### config.mk
export PLATFORM = sky130hd
export DESIGN_NAME = protection_blocking_gate
export DESIGN_NICKNAME = d
export VERILOG_FILES = /design/src/logic/prot_gate_pkg.sv /design/src/logic/protection_blocking_gate.sv
export VERILOG_INCLUDE_DIRS = /design/src /design/src/logic
export SDC_FILE = /design/constraint.sdc
export NUM_CORES = 1
export LEC_CHECK = 0
export BUFFER_PORTS_ARGS = -buffer_cell sky130_fd_sc_hd__buf_2
export CAP_MARGIN = 0
export CORE_MARGIN = 5
export CORE_UTILIZATION = 30
export DETAILED_ROUTE_END_ITERATION = 10
export PLACE_DENSITY = 0.48
export SETUP_SLACK_MARGIN = 0.1
export SYNTH_ARGS = -nofsm -noshare
export SYNTH_HDL_FRONTEND = slang
export SYNTH_SLANG_ARGS = --single-unit
### constraint.sdc
create_clock -name clk_sys -period 8.3 [get_ports clk_sys]
set_clock_uncertainty 0.1 [all_clocks]
set_input_delay 2.075 -clock clk_sys [delete_from_list [all_inputs] [get_ports clk_sys]]
set_output_delay 2.075 -clock clk_sys [all_outputs]
set_load 0.1 [all_outputs]
### src/logic/prot_gate_cfg.svh
`ifndef PROT_GATE_CFG_SVH
`define PROT_GATE_CFG_SVH

// register byte offsets
`define OFS_CTRL      8'h00
`define OFS_MOD_EN    8'h04
`define OFS_BLK_PERM  8'h08
`define OFS_TRIP_INH  8'h0c
`define OFS_TRIP_PERM 8'h10
`define OFS_SRC_SEL   8'h14
`define OFS_GND_CFG   8'h18
`define OFS_NV_DELAY  8'h1c
`define OFS_STATUS    8'h20
`define OFS_IRQ_STAT  8'h24
`define OFS_IRQ_MASK  8'h28
`define OFS_GND_STATE 8'h2c

// control register fields
`define CTRL_PROT_EN  0
`define CTRL_PERM_BIT 1

// ground stage configuration fields
`define GND_DIR_LO    0
`define GND_SUPV_BIT  2
`define GND_SRC_BIT   3

// source selector fields: bit 5 picks a digital input indexed by bits 2:0, else bits 4:0 index an internal signal
`define SRC_IS_PIN    5

// reset values
`define RST_NV_DELAY  16'h0000
`define RST_OP_DELAY  16'h0000

// number of internal signals and digital inputs offered as block sources, and number of modules
`define N_INT_SIG     32
`define N_DIG_IN      8
`define N_MOD         8

`endif

### src/logic/prot_gate_pkg.sv
`default_nettype none
package prot_gate_pkg;

    // ground stage direction mode
    typedef enum logic [1:0] {
        dir_none_type_val = 2'h0,
        dir_fwd_type_val = 2'h1,
        dir_rev_type_val = 2'h2
    } dir_mode_type;

    // ground stage timing state, one-hot
    typedef enum logic [3:0] {
        st_idle = 4'h1,
        st_nv_wait = 4'h2,
        st_op_wait = 4'h4,
        st_trip = 4'h8
    } gnd_state_type;

endpackage
`default_nettype wire

### src/logic/protection_blocking_gate.sv
// How it works
// - global enable off suppresses every pickup, alarm and trip
// - each module enable off stops evaluation and all outputs of that module
// - permanent trip inhibit per stage holds its breaker trip low
// - global unit blocked while its assigned source is active and permitted
// - module blocked when permitted and either general block source active
// - stage trip suppressed when trip-block permitted and its source active
// - each block source selects a digital input or an internal signal
// - current modules also blocked by reverse interlocking
// - supervision-only ground stage gives no alarm or trip, still evaluates
// - ground stage operates only for forward, only for reverse, or for either direction per setting
// - ground stage takes measured or sensitive ground current per setting
// - ground operate delay starts only after direction release
// - neutral voltage above threshold starts release timer before direction
`timescale 1ns/1ps
`default_nettype none
`include "prot_gate_cfg.svh"

module protection_blocking_gate
(
    input wire logic clk_sys,
    input wire logic nrst,
    input wire logic [7:0] addr,
    input wire logic [31:0] wdata,
    input wire logic wr_stb,
    input wire logic rd_stb,
    output logic [31:0] rdata,
    input wire logic [`N_INT_SIG-1:0] int_signals,
    input wire logic [`N_DIG_IN-1:0] dig_inputs,
    input wire logic [`N_MOD-1:0] mod_pickup,
    input wire logic [`N_MOD-1:0] mod_trip_cond,
    input wire logic [`N_MOD-1:0] mod_is_current,
    input wire logic reverse_interlock,
    input wire logic measured_ground_over,
    input wire logic sensitive_ground_over,
    input wire logic neutral_voltage_over,
    input wire logic dir_forward,
    input wire logic dir_reverse,
    output logic [`N_MOD-1:0] mod_active,
    output logic [`N_MOD-1:0] mod_alarm,
    output logic [`N_MOD-1:0] mod_trip_cmd,
    output logic gnd_alarm,
    output logic gnd_trip_cmd,
    output logic gnd_supv_flag,
    output logic irq
);

    logic [31:0] ctrl_reg;
    logic [`N_MOD-1:0] mod_en_reg;
    logic [`N_MOD-1:0] blk_perm_reg;
    logic [`N_MOD:0] trip_inh_reg;
    logic [`N_MOD:0] trip_perm_reg;
    logic [5:0] src_prot_reg;
    logic [5:0] src_a_reg;
    logic [5:0] src_b_reg;
    logic [5:0] src_trip_reg;
    logic [3:0] gnd_cfg_reg;
    logic [15:0] nv_delay_reg;
    logic [15:0] op_delay_reg;
    logic [3:0] irq_stat_reg;
    logic [3:0] irq_mask_reg;
    logic [15:0] cnt_reg;
    logic [31:0] rdata_reg;
    prot_gate_pkg::gnd_state_type state_reg;
    prot_gate_pkg::gnd_state_type state_next;

    // a selector code picks one digital input or one internal signal
    function automatic logic pick_src(input logic [5:0] sel,
                                      input logic [`N_INT_SIG-1:0] ints,
                                      input logic [`N_DIG_IN-1:0] pins);
        logic v;
        v = 1'b0;
        if (sel[`SRC_IS_PIN])
        begin
            v = pins[sel[2:0]];
        end
        else
        begin
            v = ints[sel[4:0]];
        end
        return v;
    endfunction

    logic blk_prot_src;
    logic blk_a_src;
    logic blk_b_src;
    logic trip_blk_src;
    logic prot_on;
    logic prot_blocked;
    logic gnd_dir_ok;
    logic gnd_over;
    logic gnd_run;
    logic gnd_trip_int;
    logic [`N_MOD-1:0] mod_ok;
    logic [`N_MOD-1:0] trip_next;
    logic [3:0] events;

    assign blk_prot_src = pick_src(src_prot_reg, int_signals, dig_inputs);
    assign blk_a_src = pick_src(src_a_reg, int_signals, dig_inputs);
    assign blk_b_src = pick_src(src_b_reg, int_signals, dig_inputs);
    assign trip_blk_src = pick_src(src_trip_reg, int_signals, dig_inputs);

    assign prot_blocked = ctrl_reg[`CTRL_PERM_BIT] & blk_prot_src;
    assign prot_on = ctrl_reg[`CTRL_PROT_EN] & ~prot_blocked;

    genvar gi;
    generate
        for (gi = 0; gi < `N_MOD; gi = gi + 1)
        begin : g_mod
            assign mod_ok[gi] = prot_on & mod_en_reg[gi]
                & ~(blk_perm_reg[gi] & (blk_a_src | blk_b_src))
                & ~(mod_is_current[gi] & reverse_interlock);
            assign trip_next[gi] = mod_ok[gi] & mod_trip_cond[gi]
                & ~trip_inh_reg[gi]
                & ~(trip_perm_reg[gi] & trip_blk_src);
        end
    endgenerate

    // ground stage occupies slot N_MOD of the trip inhibit and trip permit fields, but shares slot 0 of the enable and block permit fields
    assign gnd_run = prot_on & mod_en_reg[0] & ~reverse_interlock
        & ~(blk_perm_reg[0] & (blk_a_src | blk_b_src));
    assign gnd_over = gnd_cfg_reg[`GND_SRC_BIT] ? sensitive_ground_over
        : measured_ground_over;
    always_comb
    begin
        case (gnd_cfg_reg[1:0])
            prot_gate_pkg::dir_fwd_type_val: gnd_dir_ok = dir_forward;
            prot_gate_pkg::dir_rev_type_val: gnd_dir_ok = dir_reverse;
            default: gnd_dir_ok = 1'b1;
        endcase
    end

    // release delay runs first, the operate delay only after it: they add
    always_comb
    begin
        state_next = state_reg;
        if (!(gnd_run && gnd_over && neutral_voltage_over))
        begin
            state_next = prot_gate_pkg::st_idle;
        end
        else
        begin
            case (state_reg)
                prot_gate_pkg::st_idle: state_next = prot_gate_pkg::st_nv_wait;
                prot_gate_pkg::st_nv_wait:
                    if (cnt_reg >= nv_delay_reg && gnd_dir_ok)
                    begin
                        state_next = prot_gate_pkg::st_op_wait;
                    end
                prot_gate_pkg::st_op_wait:
                    if (!gnd_dir_ok)
                    begin
                        state_next = prot_gate_pkg::st_nv_wait;
                    end
                    else if (cnt_reg >= op_delay_reg)
                    begin
                        state_next = prot_gate_pkg::st_trip;
                    end
                prot_gate_pkg::st_trip:
                    if (!gnd_dir_ok)
                    begin
                        state_next = prot_gate_pkg::st_nv_wait;
                    end
                default: state_next = prot_gate_pkg::st_idle;
            endcase
        end
    end

    always_ff @(posedge clk_sys or negedge nrst)
    begin
        if (!nrst)
        begin
            state_reg <= prot_gate_pkg::st_idle;
            cnt_reg <= 16'h0000;
        end
        else
        begin
            state_reg <= state_next;
            if (state_next != state_reg)
            begin
                cnt_reg <= 16'h0000;
            end
            else if (cnt_reg != 16'hffff)
            begin
                cnt_reg <= cnt_reg + 16'h0001;
            end
        end
    end

    // gnd_run gates here too: the state register lags a block by one cycle
    assign gnd_trip_int = (state_reg == prot_gate_pkg::st_trip) & gnd_run
        & ~trip_inh_reg[`N_MOD]
        & ~(trip_perm_reg[`N_MOD] & trip_blk_src);

    always_ff @(posedge clk_sys or negedge nrst)
    begin
        if (!nrst)
        begin
            mod_active <= 8'h00;
            mod_alarm <= 8'h00;
            mod_trip_cmd <= 8'h00;
            gnd_alarm <= 1'b0;
            gnd_trip_cmd <= 1'b0;
            gnd_supv_flag <= 1'b0;
        end
        else
        begin
            mod_active <= mod_ok;
            mod_alarm <= mod_ok & mod_pickup;
            mod_trip_cmd <= trip_next;
            gnd_supv_flag <= gnd_trip_int;
            // alarm only once the chosen direction has been released
            gnd_alarm <= ((state_reg == prot_gate_pkg::st_op_wait)
                | (state_reg == prot_gate_pkg::st_trip)) & gnd_run
                & ~gnd_cfg_reg[`GND_SUPV_BIT];
            gnd_trip_cmd <= gnd_trip_int & ~gnd_cfg_reg[`GND_SUPV_BIT];
        end
    end

    // events: trip, ground trip, protection blocked, general block
    assign events = {blk_a_src | blk_b_src, prot_blocked, gnd_trip_int, |trip_next};

    always_ff @(posedge clk_sys or negedge nrst)
    begin
        if (!nrst)
        begin
            irq_stat_reg <= 4'h0;
        end
        else
        begin
            // set wins over a simultaneous write-one clear
            irq_stat_reg <= (irq_stat_reg
                & ~((wr_stb && addr == `OFS_IRQ_STAT) ? wdata[3:0] : 4'h0)) | events;
        end
    end
    assign irq = |(irq_stat_reg & irq_mask_reg);

    always_ff @(posedge clk_sys or negedge nrst)
    begin
        if (!nrst)
        begin
            ctrl_reg <= 32'h00000000;
            mod_en_reg <= 8'h00;
            blk_perm_reg <= 8'h00;
            trip_inh_reg <= 9'h000;
            trip_perm_reg <= 9'h000;
            src_prot_reg <= 6'h00;
            src_a_reg <= 6'h00;
            src_b_reg <= 6'h00;
            src_trip_reg <= 6'h00;
            gnd_cfg_reg <= 4'h0;
            nv_delay_reg <= `RST_NV_DELAY;
            op_delay_reg <= `RST_OP_DELAY;
            irq_mask_reg <= 4'h0;
        end
        else if (wr_stb)
        begin
            case (addr)
                `OFS_CTRL: ctrl_reg <= {30'h0, wdata[1:0]};
                `OFS_MOD_EN: mod_en_reg <= wdata[7:0];
                `OFS_BLK_PERM: blk_perm_reg <= wdata[7:0];
                `OFS_TRIP_INH: trip_inh_reg <= wdata[8:0];
                `OFS_TRIP_PERM: trip_perm_reg <= wdata[8:0];
                `OFS_SRC_SEL:
                begin
                    src_prot_reg <= wdata[5:0];
                    src_a_reg <= wdata[13:8];
                    src_b_reg <= wdata[21:16];
                    src_trip_reg <= wdata[29:24];
                end
                `OFS_GND_CFG: gnd_cfg_reg <= wdata[3:0];
                `OFS_NV_DELAY:
                begin
                    nv_delay_reg <= wdata[15:0];
                    op_delay_reg <= wdata[31:16];
                end
                `OFS_IRQ_MASK: irq_mask_reg <= wdata[3:0];
                default: ;
            endcase
        end
    end

    always_ff @(posedge clk_sys or negedge nrst)
    begin
        if (!nrst)
        begin
            rdata_reg <= 32'h00000000;
        end
        else if (rd_stb)
        begin
            case (addr)
                `OFS_CTRL: rdata_reg <= ctrl_reg;
                `OFS_MOD_EN: rdata_reg <= {24'h0, mod_en_reg};
                `OFS_BLK_PERM: rdata_reg <= {24'h0, blk_perm_reg};
                `OFS_TRIP_INH: rdata_reg <= {23'h0, trip_inh_reg};
                `OFS_TRIP_PERM: rdata_reg <= {23'h0, trip_perm_reg};
                `OFS_SRC_SEL: rdata_reg <= {2'h0, src_trip_reg, 2'h0, src_b_reg,
                    2'h0, src_a_reg, 2'h0, src_prot_reg};
                `OFS_GND_CFG: rdata_reg <= {28'h0, gnd_cfg_reg};
                `OFS_NV_DELAY: rdata_reg <= {op_delay_reg, nv_delay_reg};
                `OFS_STATUS: rdata_reg <= {14'h0, prot_blocked, prot_on, mod_trip_cmd,
                    mod_alarm};
                `OFS_IRQ_STAT: rdata_reg <= {28'h0, irq_stat_reg};
                `OFS_IRQ_MASK: rdata_reg <= {28'h0, irq_mask_reg};
                `OFS_GND_STATE: rdata_reg <= {28'h0, state_reg};
                default: rdata_reg <= 32'h00000000;
            endcase
        end
        else
        begin
            rdata_reg <= 32'h00000000;
        end
    end
    assign rdata = rdata_reg;

    global_off_a: assert property (@(posedge clk_sys) disable iff (!nrst)
        !ctrl_reg[`CTRL_PROT_EN] |=> (mod_trip_cmd == 8'h00) && !gnd_trip_cmd)
        else $error("trip while protection disabled");
    mod_off_a: assert property (@(posedge clk_sys) disable iff (!nrst)
        !mod_en_reg[1] |=> !mod_active[1] && !mod_alarm[1])
        else $error("disabled module active");
    trip_inhibit_a: assert property (@(posedge clk_sys) disable iff (!nrst)
        trip_inh_reg[2] |=> !mod_trip_cmd[2])
        else $error("inhibited stage tripped");
    global_block_a: assert property (@(posedge clk_sys) disable iff (!nrst)
        prot_blocked |=> mod_active == 8'h00)
        else $error("module active while globally blocked");
    gen_block_a: assert property (@(posedge clk_sys) disable iff (!nrst)
        blk_perm_reg[3] && (blk_a_src || blk_b_src) |=> !mod_active[3])
        else $error("module active while blocked");
    trip_block_a: assert property (@(posedge clk_sys) disable iff (!nrst)
        trip_perm_reg[4] && trip_blk_src |=> !mod_trip_cmd[4])
        else $error("trip passed external trip block");
    rev_lock_a: assert property (@(posedge clk_sys) disable iff (!nrst)
        mod_is_current[5] && reverse_interlock |=> !mod_active[5])
        else $error("current module active under interlock");
    supv_only_a: assert property (@(posedge clk_sys) disable iff (!nrst)
        gnd_cfg_reg[`GND_SUPV_BIT] |=> !gnd_trip_cmd && !gnd_alarm)
        else $error("supervision stage tripped");
    delay_order_a: assert property (@(posedge clk_sys) disable iff (!nrst)
        state_reg == prot_gate_pkg::st_nv_wait && state_next == prot_gate_pkg::st_op_wait
        |-> cnt_reg >= nv_delay_reg && gnd_dir_ok)
        else $error("operate delay began before release");
    trip_eq_a: assert property (@(posedge clk_sys) disable iff (!nrst)
        mod_trip_cmd[0] |-> $past(mod_trip_cond[0]) && $past(mod_ok[0]))
        else $error("trip without internal condition");

    trip_seen_c: cover property (@(posedge clk_sys) disable iff (!nrst) |mod_trip_cmd);
    gnd_trip_c: cover property (@(posedge clk_sys) disable iff (!nrst) gnd_trip_cmd);
    supv_c: cover property (@(posedge clk_sys) disable iff (!nrst) gnd_supv_flag
        && gnd_cfg_reg[`GND_SUPV_BIT]);
    irq_c: cover property (@(posedge clk_sys) disable iff (!nrst) irq);

endmodule
`default_nettype wire

**Word level (Yosys, flattened, before mapping)**

Index checks and enable logic that the tools add are counted.

- Flip-flop bits (word level): 183
- Input port bits: 114

- Add/subtract/negate cells: 1
- Order comparisons: 10
- Eq/ne operators: 19
- Multiplexer cells: 33
- Bitwise operators: 127
- Reduce and logical (&&, ||, !) cells: 17

Operators with widths:

| cell | count |
|---|---|
| $pmux W32 S12 | 1 |
| $and A1 B1 Y1 | 83 |
| $not A1 Y1 | 37 |
| $eq A8 B5 Y1 const B | 4 |
| $eq A8 B6 Y1 const B | 4 |
| $ge A16 B16 Y1 | 2 |
| $mux W16 | 2 |
| $mux W32 | 1 |
| $lt A5 B6 Y1 const B | 4 |
| $mux W4 | 6 |
| $bmux W1 S5 | 4 |
| $reduce_and A2 Y1 | 9 |
| $add A16 B1 Y16 const B | 1 |
| $eq A8 B4 Y1 const B | 2 |
| $lt A3 B4 Y1 const B | 4 |
| $ne A16 B16 Y1 const B | 1 |
| $pmux W4 S4 | 1 |
| $mux W1 | 13 |
| $bmux W1 S3 | 4 |
| $and A4 B4 Y4 | 2 |
| $and A8 B8 Y8 | 1 |
| $eq A8 B3 Y1 const B | 1 |
| $logic_not A8 Y1 | 1 |
| $reduce_or A8 Y1 | 1 |
| other kinds (14) | 18 |

**Logic depth before layout (Yosys ltp)**

- Word-level depth: 14
- Mapped depth: 13
- Mapped depth without buffers: 11

**Worst setup path after synthesis**

OpenSTA, ideal clock, no wires.

- Kind: input port to flip-flop
- From: in dig_inputs[7]
- To: reg cnt_reg[11]
- Library setup time: 0.119 ns
- Arrival: 4.501 ns
- Path slack: 3.580 ns
- Stages: 11
- Buffers on the path: 2
- Cell sequence: mux4_2 mux2_2 a22o_1 a31oi_4 a21boi_1 or4_1 buf_2 nor2b_1 o21ai_2 buf_6 nor2_1

- Longest elaborated chain between the ends: 14
- Elaborated cells on any way between the ends: 24
- Those cells by class: 1 x eq/ne; 11 x mux; 9 x bitwise; 3 x reduce/logical

RTL lines:

| item | RTL line | source |
|---|---|---|
| start, declared | protection_blocking_gate.sv:29 | `` input wire logic [`N_DIG_IN-1:0] dig_inputs, `` |
| $bmux W1 S3 | protection_blocking_gate.sv:75 | `v = pins[sel[2:0]];` |
| $mux W1 (not written as such) | protection_blocking_gate.sv:75 |  |
| $mux W1 | protection_blocking_gate.sv:73 | `` if (sel[`SRC_IS_PIN]) `` |
| $and A1 B1 Y1 | protection_blocking_gate.sv:103 | `` assign prot_blocked = ctrl_reg[`CTRL_PERM_BIT] & blk_prot_src; `` |
| $not A1 Y1 | protection_blocking_gate.sv:104 | `` assign prot_on = ctrl_reg[`CTRL_PROT_EN] & ~prot_blocked; `` |
| $and A1 B1 Y1 | protection_blocking_gate.sv:104 |  |
| $and A1 B1 Y1 (2 in a row) | protection_blocking_gate.sv:120 | `assign gnd_run = prot_on & mod_en_reg[0] & ~reverse_interlock` |
| $and A1 B1 Y1 * | protection_blocking_gate.sv:121 | `& ~(blk_perm_reg[0] & (blk_a_src \| blk_b_src));` |
| $logic_and A1 B1 Y1 * (2 in a row) | protection_blocking_gate.sv:137 | `if (!(gnd_run && gnd_over && neutral_voltage_over))` |
| $mux W4 * | protection_blocking_gate.sv:137 |  |
| named net state_next[0] | protection_blocking_gate.sv:65 | `prot_gate_pkg::gnd_state_type state_next;` |
| $ne A4 B4 Y1 * | protection_blocking_gate.sv:179 | `if (state_next != state_reg)` |
| $mux W16 / $reduce_bool A2 Y1 (equally long branches) | n/a |  |
| end signal, assigned | protection_blocking_gate.sv:185 | `cnt_reg <= cnt_reg + 16'h0001;` |
| end, declared | protection_blocking_gate.sv:62 | `logic [15:0] cnt_reg;` |

Mark *: on every way through the listed nets, which the timed path passes. The rest lies on a longest branch. The select of a mux whose other input is x is not followed.
A chain may end at the register's enable or synchronous reset.

**Worst setup path in the final report**

- From: in dig_inputs[3]
- To: reg cnt_reg[2]

- Longest elaborated chain between the ends: 14
- Elaborated cells on any way between the ends: 24
- Those cells by class: 1 x eq/ne; 11 x mux; 9 x bitwise; 3 x reduce/logical

RTL lines:

| item | RTL line |
|---|---|
| $bmux W1 S3 | protection_blocking_gate.sv:75 |
| $mux W1 (not written as such) | protection_blocking_gate.sv:75 |
| $mux W1 | protection_blocking_gate.sv:73 |
| $and A1 B1 Y1 | protection_blocking_gate.sv:103 |
| $not A1 Y1 | protection_blocking_gate.sv:104 |
| $and A1 B1 Y1 | protection_blocking_gate.sv:104 |
| $and A1 B1 Y1 (2 in a row) | protection_blocking_gate.sv:120 |
| $and A1 B1 Y1 * | protection_blocking_gate.sv:121 |
| $logic_and A1 B1 Y1 * (2 in a row) | protection_blocking_gate.sv:137 |
| $mux W4 * | protection_blocking_gate.sv:137 |
| $ne A4 B4 Y1 * | protection_blocking_gate.sv:179 |
| $mux W16 / $reduce_bool A2 Y1 (equally long branches) | n/a |

Mark *: on every way between the ends. The rest lies on a longest branch, timed or not. The select of a mux whose other input is x is not followed.

==> reports/results.txt <==
Combinational share of power: 0.186. Ranked by total cell area, the synthesized netlist is headed by sky130_fd_sc_hd__dfrtp_1 46%, sky130_fd_sc_hd__mux2_2 12%, sky130_fd_sc_hd__ha_1 4.4%. For the detailed-route DRC error count, the log shows 0. The tools report the clock share of power as 0.348. For the sequential fraction of the synthesis area, the log shows 0.461. The number of gates resized after CTS was 0.

The part of the power in registers came out at 0.466. The internal portion of the total power is 1590 uW. By startpoint and endpoint, the worst setup path is classified as primary input to flip-flop. The number of antenna violations at the first check in global routing was 1; the worst slew margin relative to its limit was 0.264. Summing every instance area after synthesis gives 0.00994 mm2. In the final timing run, aggregate negative setup slack is 0 ns. The flow ran to the end, and the final reports show no timing, DRC or antenna violations. The Yosys step of the flow raised 0 warnings. The die covers 0.0369 mm2. The worst setup path is launched from a primary input.

The register with the most flip-flops in the layout has 32 of them. Arrival time reported for the critical path endpoint: 5.09 ns. Final weighted congestion in routability-driven placement: 0.893.

Setup repair after global routing left no endpoint under its margin. The tools report the worst vdd rail ir drop as 0.141 mV. The critical path goes through buf_2 > mux4_2 > mux2_2 > a22o_1 > a31oi_4 > a21boi_1 > or4_1 > nor2b_1 > o21ai_2 > nor3_1.

The min-delay analysis places its worst path in the category flip-flop to flip-flop. In this run the power density over the cells is 194 mW/mm2. The cell with the most instances after synthesis is sky130_fd_sc_hd__dfrtp_1.

For the number of global-route vias before repair, the log shows 8093. The core outline area came out at 0.0326 mm2. The total overflow left after global routing is 0. The clock passes through at most 2 buffers.

Input and output buffers added on the ports amount to 173. For the finished layout, the period the worst path requires is 4.90 ns. The slew at the pin closest to its max-slew limit works out to 1.10 ns. The clock latency at the later pin of the worst-skew pair is 0.44 ns. The run gives 0 as the number of hold buffers added after CTS. STA classifies the critical path endpoint as a flip-flop. Average wire length per cell after detail routing: 22.9 um. The static power due to leakage is 0.00537 uW.

The number of nets in the synthesized netlist is 1009. The gate count of the mapped netlist is 860. TritonCTS built the clock tree. The tools report the net switching power as 707 uW. The TritonCTS sink count came out at 183. The unique cell type count in the Yosys netlist was 63; the maximum net fanout on the critical path was 16.

The final layout contains routed wiring with a total length of 33900 um. The area overhead of the layout relative to synthesis was 19.0%; the number of clock buffers inserted by TritonCTS was 17. The post-detailed-route count of antenna-violating nets is 0, and the fraction of the cycle the final worst path needs is 0.590. The clock tree synthesis step divided the H-tree into 4 levels. The number of vias in the routed layout was 7884.

Across the run, the number of max-cap violations was 0. The global-route usage over all layers was 0.186. The first global-routing pass estimated 51600 um of wire. Number of iterations in the first detailed-routing pass: 5. The layout cell share with drive strength beyond 1 came out at 0.340. Number of design-rule violations left by the first detailed-router iteration: 597. For this run, the slowest stage of the critical path takes 0.62 ns. Static timing analysis puts the maximum clock frequency at 0.204 GHz. The share of synthesized registers carrying an async set or reset was 1.00. Number of placement rows: 66. The net switching share of the total power was 0.308. Entering global routing, the biggest net connects 65 pins. The required time of the worst setup path was 8.49 ns. Post-CTS timing repair inserted 0 buffers for setup.

The tightest hold path in the finished design has a slack of 0.414 ns. Initial cell density of the core: 0.305. After synthesis the netlist holds a flip-flop and latch count of 183. The largest total area in the synthesized netlist belongs to sky130_fd_sc_hd__dfrtp_1. Setup violations remaining at the end of the flow were counted as 0. A synthesized cell averages 11.6 um2.

Measured along the x axis, the die boundary spans 192 um. The die is 192 um tall. For the half-perimeter wire length after placement, the log shows 25400 um.

The run gives 0 as the number of failing hold endpoints at the final stage. The top-level I/O count is 174, and the number of synthesized flops with an enable pin is 0. The commonest cells after synthesis are 182 x sky130_fd_sc_hd__dfrtp_1, 104 x sky130_fd_sc_hd__mux2_2, 61 x sky130_fd_sc_hd__nand2_1, 57 x sky130_fd_sc_hd__nor2_1, 43 x sky130_fd_sc_hd__inv_1. The share of the synthesized area in the top cell type is 0.458, and the clock slew seen by the registers of the worst setup and hold paths is 0.07 ns.

The average vias per placed instance works out to 5.34. The slowest cell on the critical path was sky130_fd_sc_hd__or4_1. In this run the clock root is driven by a sky130_fd_sc_hd__clkbuf_16. The run gives 0 as the total count of max-transition violations in the final report.

In the synthesized netlist the dominant register cell turns out to be sky130_fd_sc_hd__dfrtp_1. For the count of nets after finishing, the log shows 1171.
[path summary, 6_finish.rpt]
path                            startpoint               end  slack, ns  depth (start not counted)
setup / recovery             dig_inputs[3]        cnt_reg[2]       3.40                         10
max in group asynchronous             nrst  op_delay_reg[15]       5.37                          2
hold / removal             op_delay_reg[6]   op_delay_reg[6]       0.41                          1
hold reg to reg            op_delay_reg[6]   op_delay_reg[6]       0.41                          1
min in group asynchronous             nrst          rdata[7]       1.51                          1
setup reg to reg           src_prot_reg[0]   irq_stat_reg[0]       3.99                          9
[area by class of cell]
type / instances / area, um2
fill: 3282 / 20800
multi-input combinational: 593 / 5010
sequential: 183 / 4580
timing repair buffer: 184 / 957
tap: 442 / 553
clock buffer: 20 / 457
inverter: 43 / 161
clock inverter: 11 / 113
antenna: 1 / 2.50
[layout by cell type, fill, tap and decap left out, types with 10 or more instances in the layout]
cell type / Yosys / final
sky130_fd_sc_hd__nand2_1: 61 / 61
sky130_fd_sc_hd__nor2_1: 57 / 56
sky130_fd_sc_hd__mux2i_1: 31 / 31
sky130_fd_sc_hd__mux2_2: 104 / 104
sky130_fd_sc_hd__and3_1: 12 / 12
sky130_fd_sc_hd__buf_4: 4 / 11
sky130_fd_sc_hd__a21o_1: 16 / 16
sky130_fd_sc_hd__clkbuf_16: 0 / 17
sky130_fd_sc_hd__ha_1: 35 / 35
sky130_fd_sc_hd__a31oi_1: 16 / 15
sky130_fd_sc_hd__nand3_1: 19 / 19
sky130_fd_sc_hd__a211oi_1: 10 / 10
sky130_fd_sc_hd__dfrtp_1: 182 / 182
sky130_fd_sc_hd__a22o_1: 11 / 11
sky130_fd_sc_hd__nand4_1: 10 / 10
sky130_fd_sc_hd__inv_1: 43 / 43
sky130_fd_sc_hd__a22oi_1: 37 / 37
sky130_fd_sc_hd__mux4_1: 10 / 10
sky130_fd_sc_hd__a221oi_1: 11 / 11
sky130_fd_sc_hd__mux4_2: 18 / 18
sky130_fd_sc_hd__a21oi_1: 23 / 23
sky130_fd_sc_hd__buf_2: 5 / 172
sky130_fd_sc_hd__nand2b_1: 12 / 12
[critical path: cells and delay by family]
family / cells / cell delay [ns]
mux: 2 / 0.76
simple gates: 3 / 0.93
buf+inv: 1 / 0.13
compound gates: 4 / 1.18
[routing by layer]
metal / part of all wire / vias to the layer above / GRT usage
met5: 0 / - / 0
met4: 0.020 / 0 / 0.0483
met1: 0.46 / 4014 / 0.264
li1: - / 3549 / -
met3: 0.061 / 37 / 0.0385
met2: 0.46 / 284 / 0.292
[cell families after synthesis]
| family | synth area share |
|---|---|
| AOI/OAI and AO/OA | 0.118 |
| xor gates and xnor gates | 0.0114 |
| adders and majority gates | 0.0440 |
| buffers and inverters | 0.0361 |
| DFF | 0.461 |
| muxes | 0.216 |
| and+or+nand+nor | 0.113 |
[power groups by stage]
stage	Combinational (uW)	Clock, uW	Sequential [uW]
final	427	799	1070
after global routing	496	863	1080
after CTS	431	823	1070
after detailed placement	428	0	1090
after global placement	421	0	1090
after floorplan	305	0	1030
[per-stage QoR]
step	cell area (um2)	util	worst slack, ns	total power [uW]	cells
detailed placement	11300	0.345	2.93	1520	1445
global route	11800	0.363	3.22	2440	1477
global placement	11300	0.345	2.92	1510	1445
CTS	11800	0.363	3.39	2320	1476
floorplan	9940	-	3.58	1340	860
finish	11800	0.363	3.40	2300	1477
Note: power is estimated with default switching activity, not from simulation.
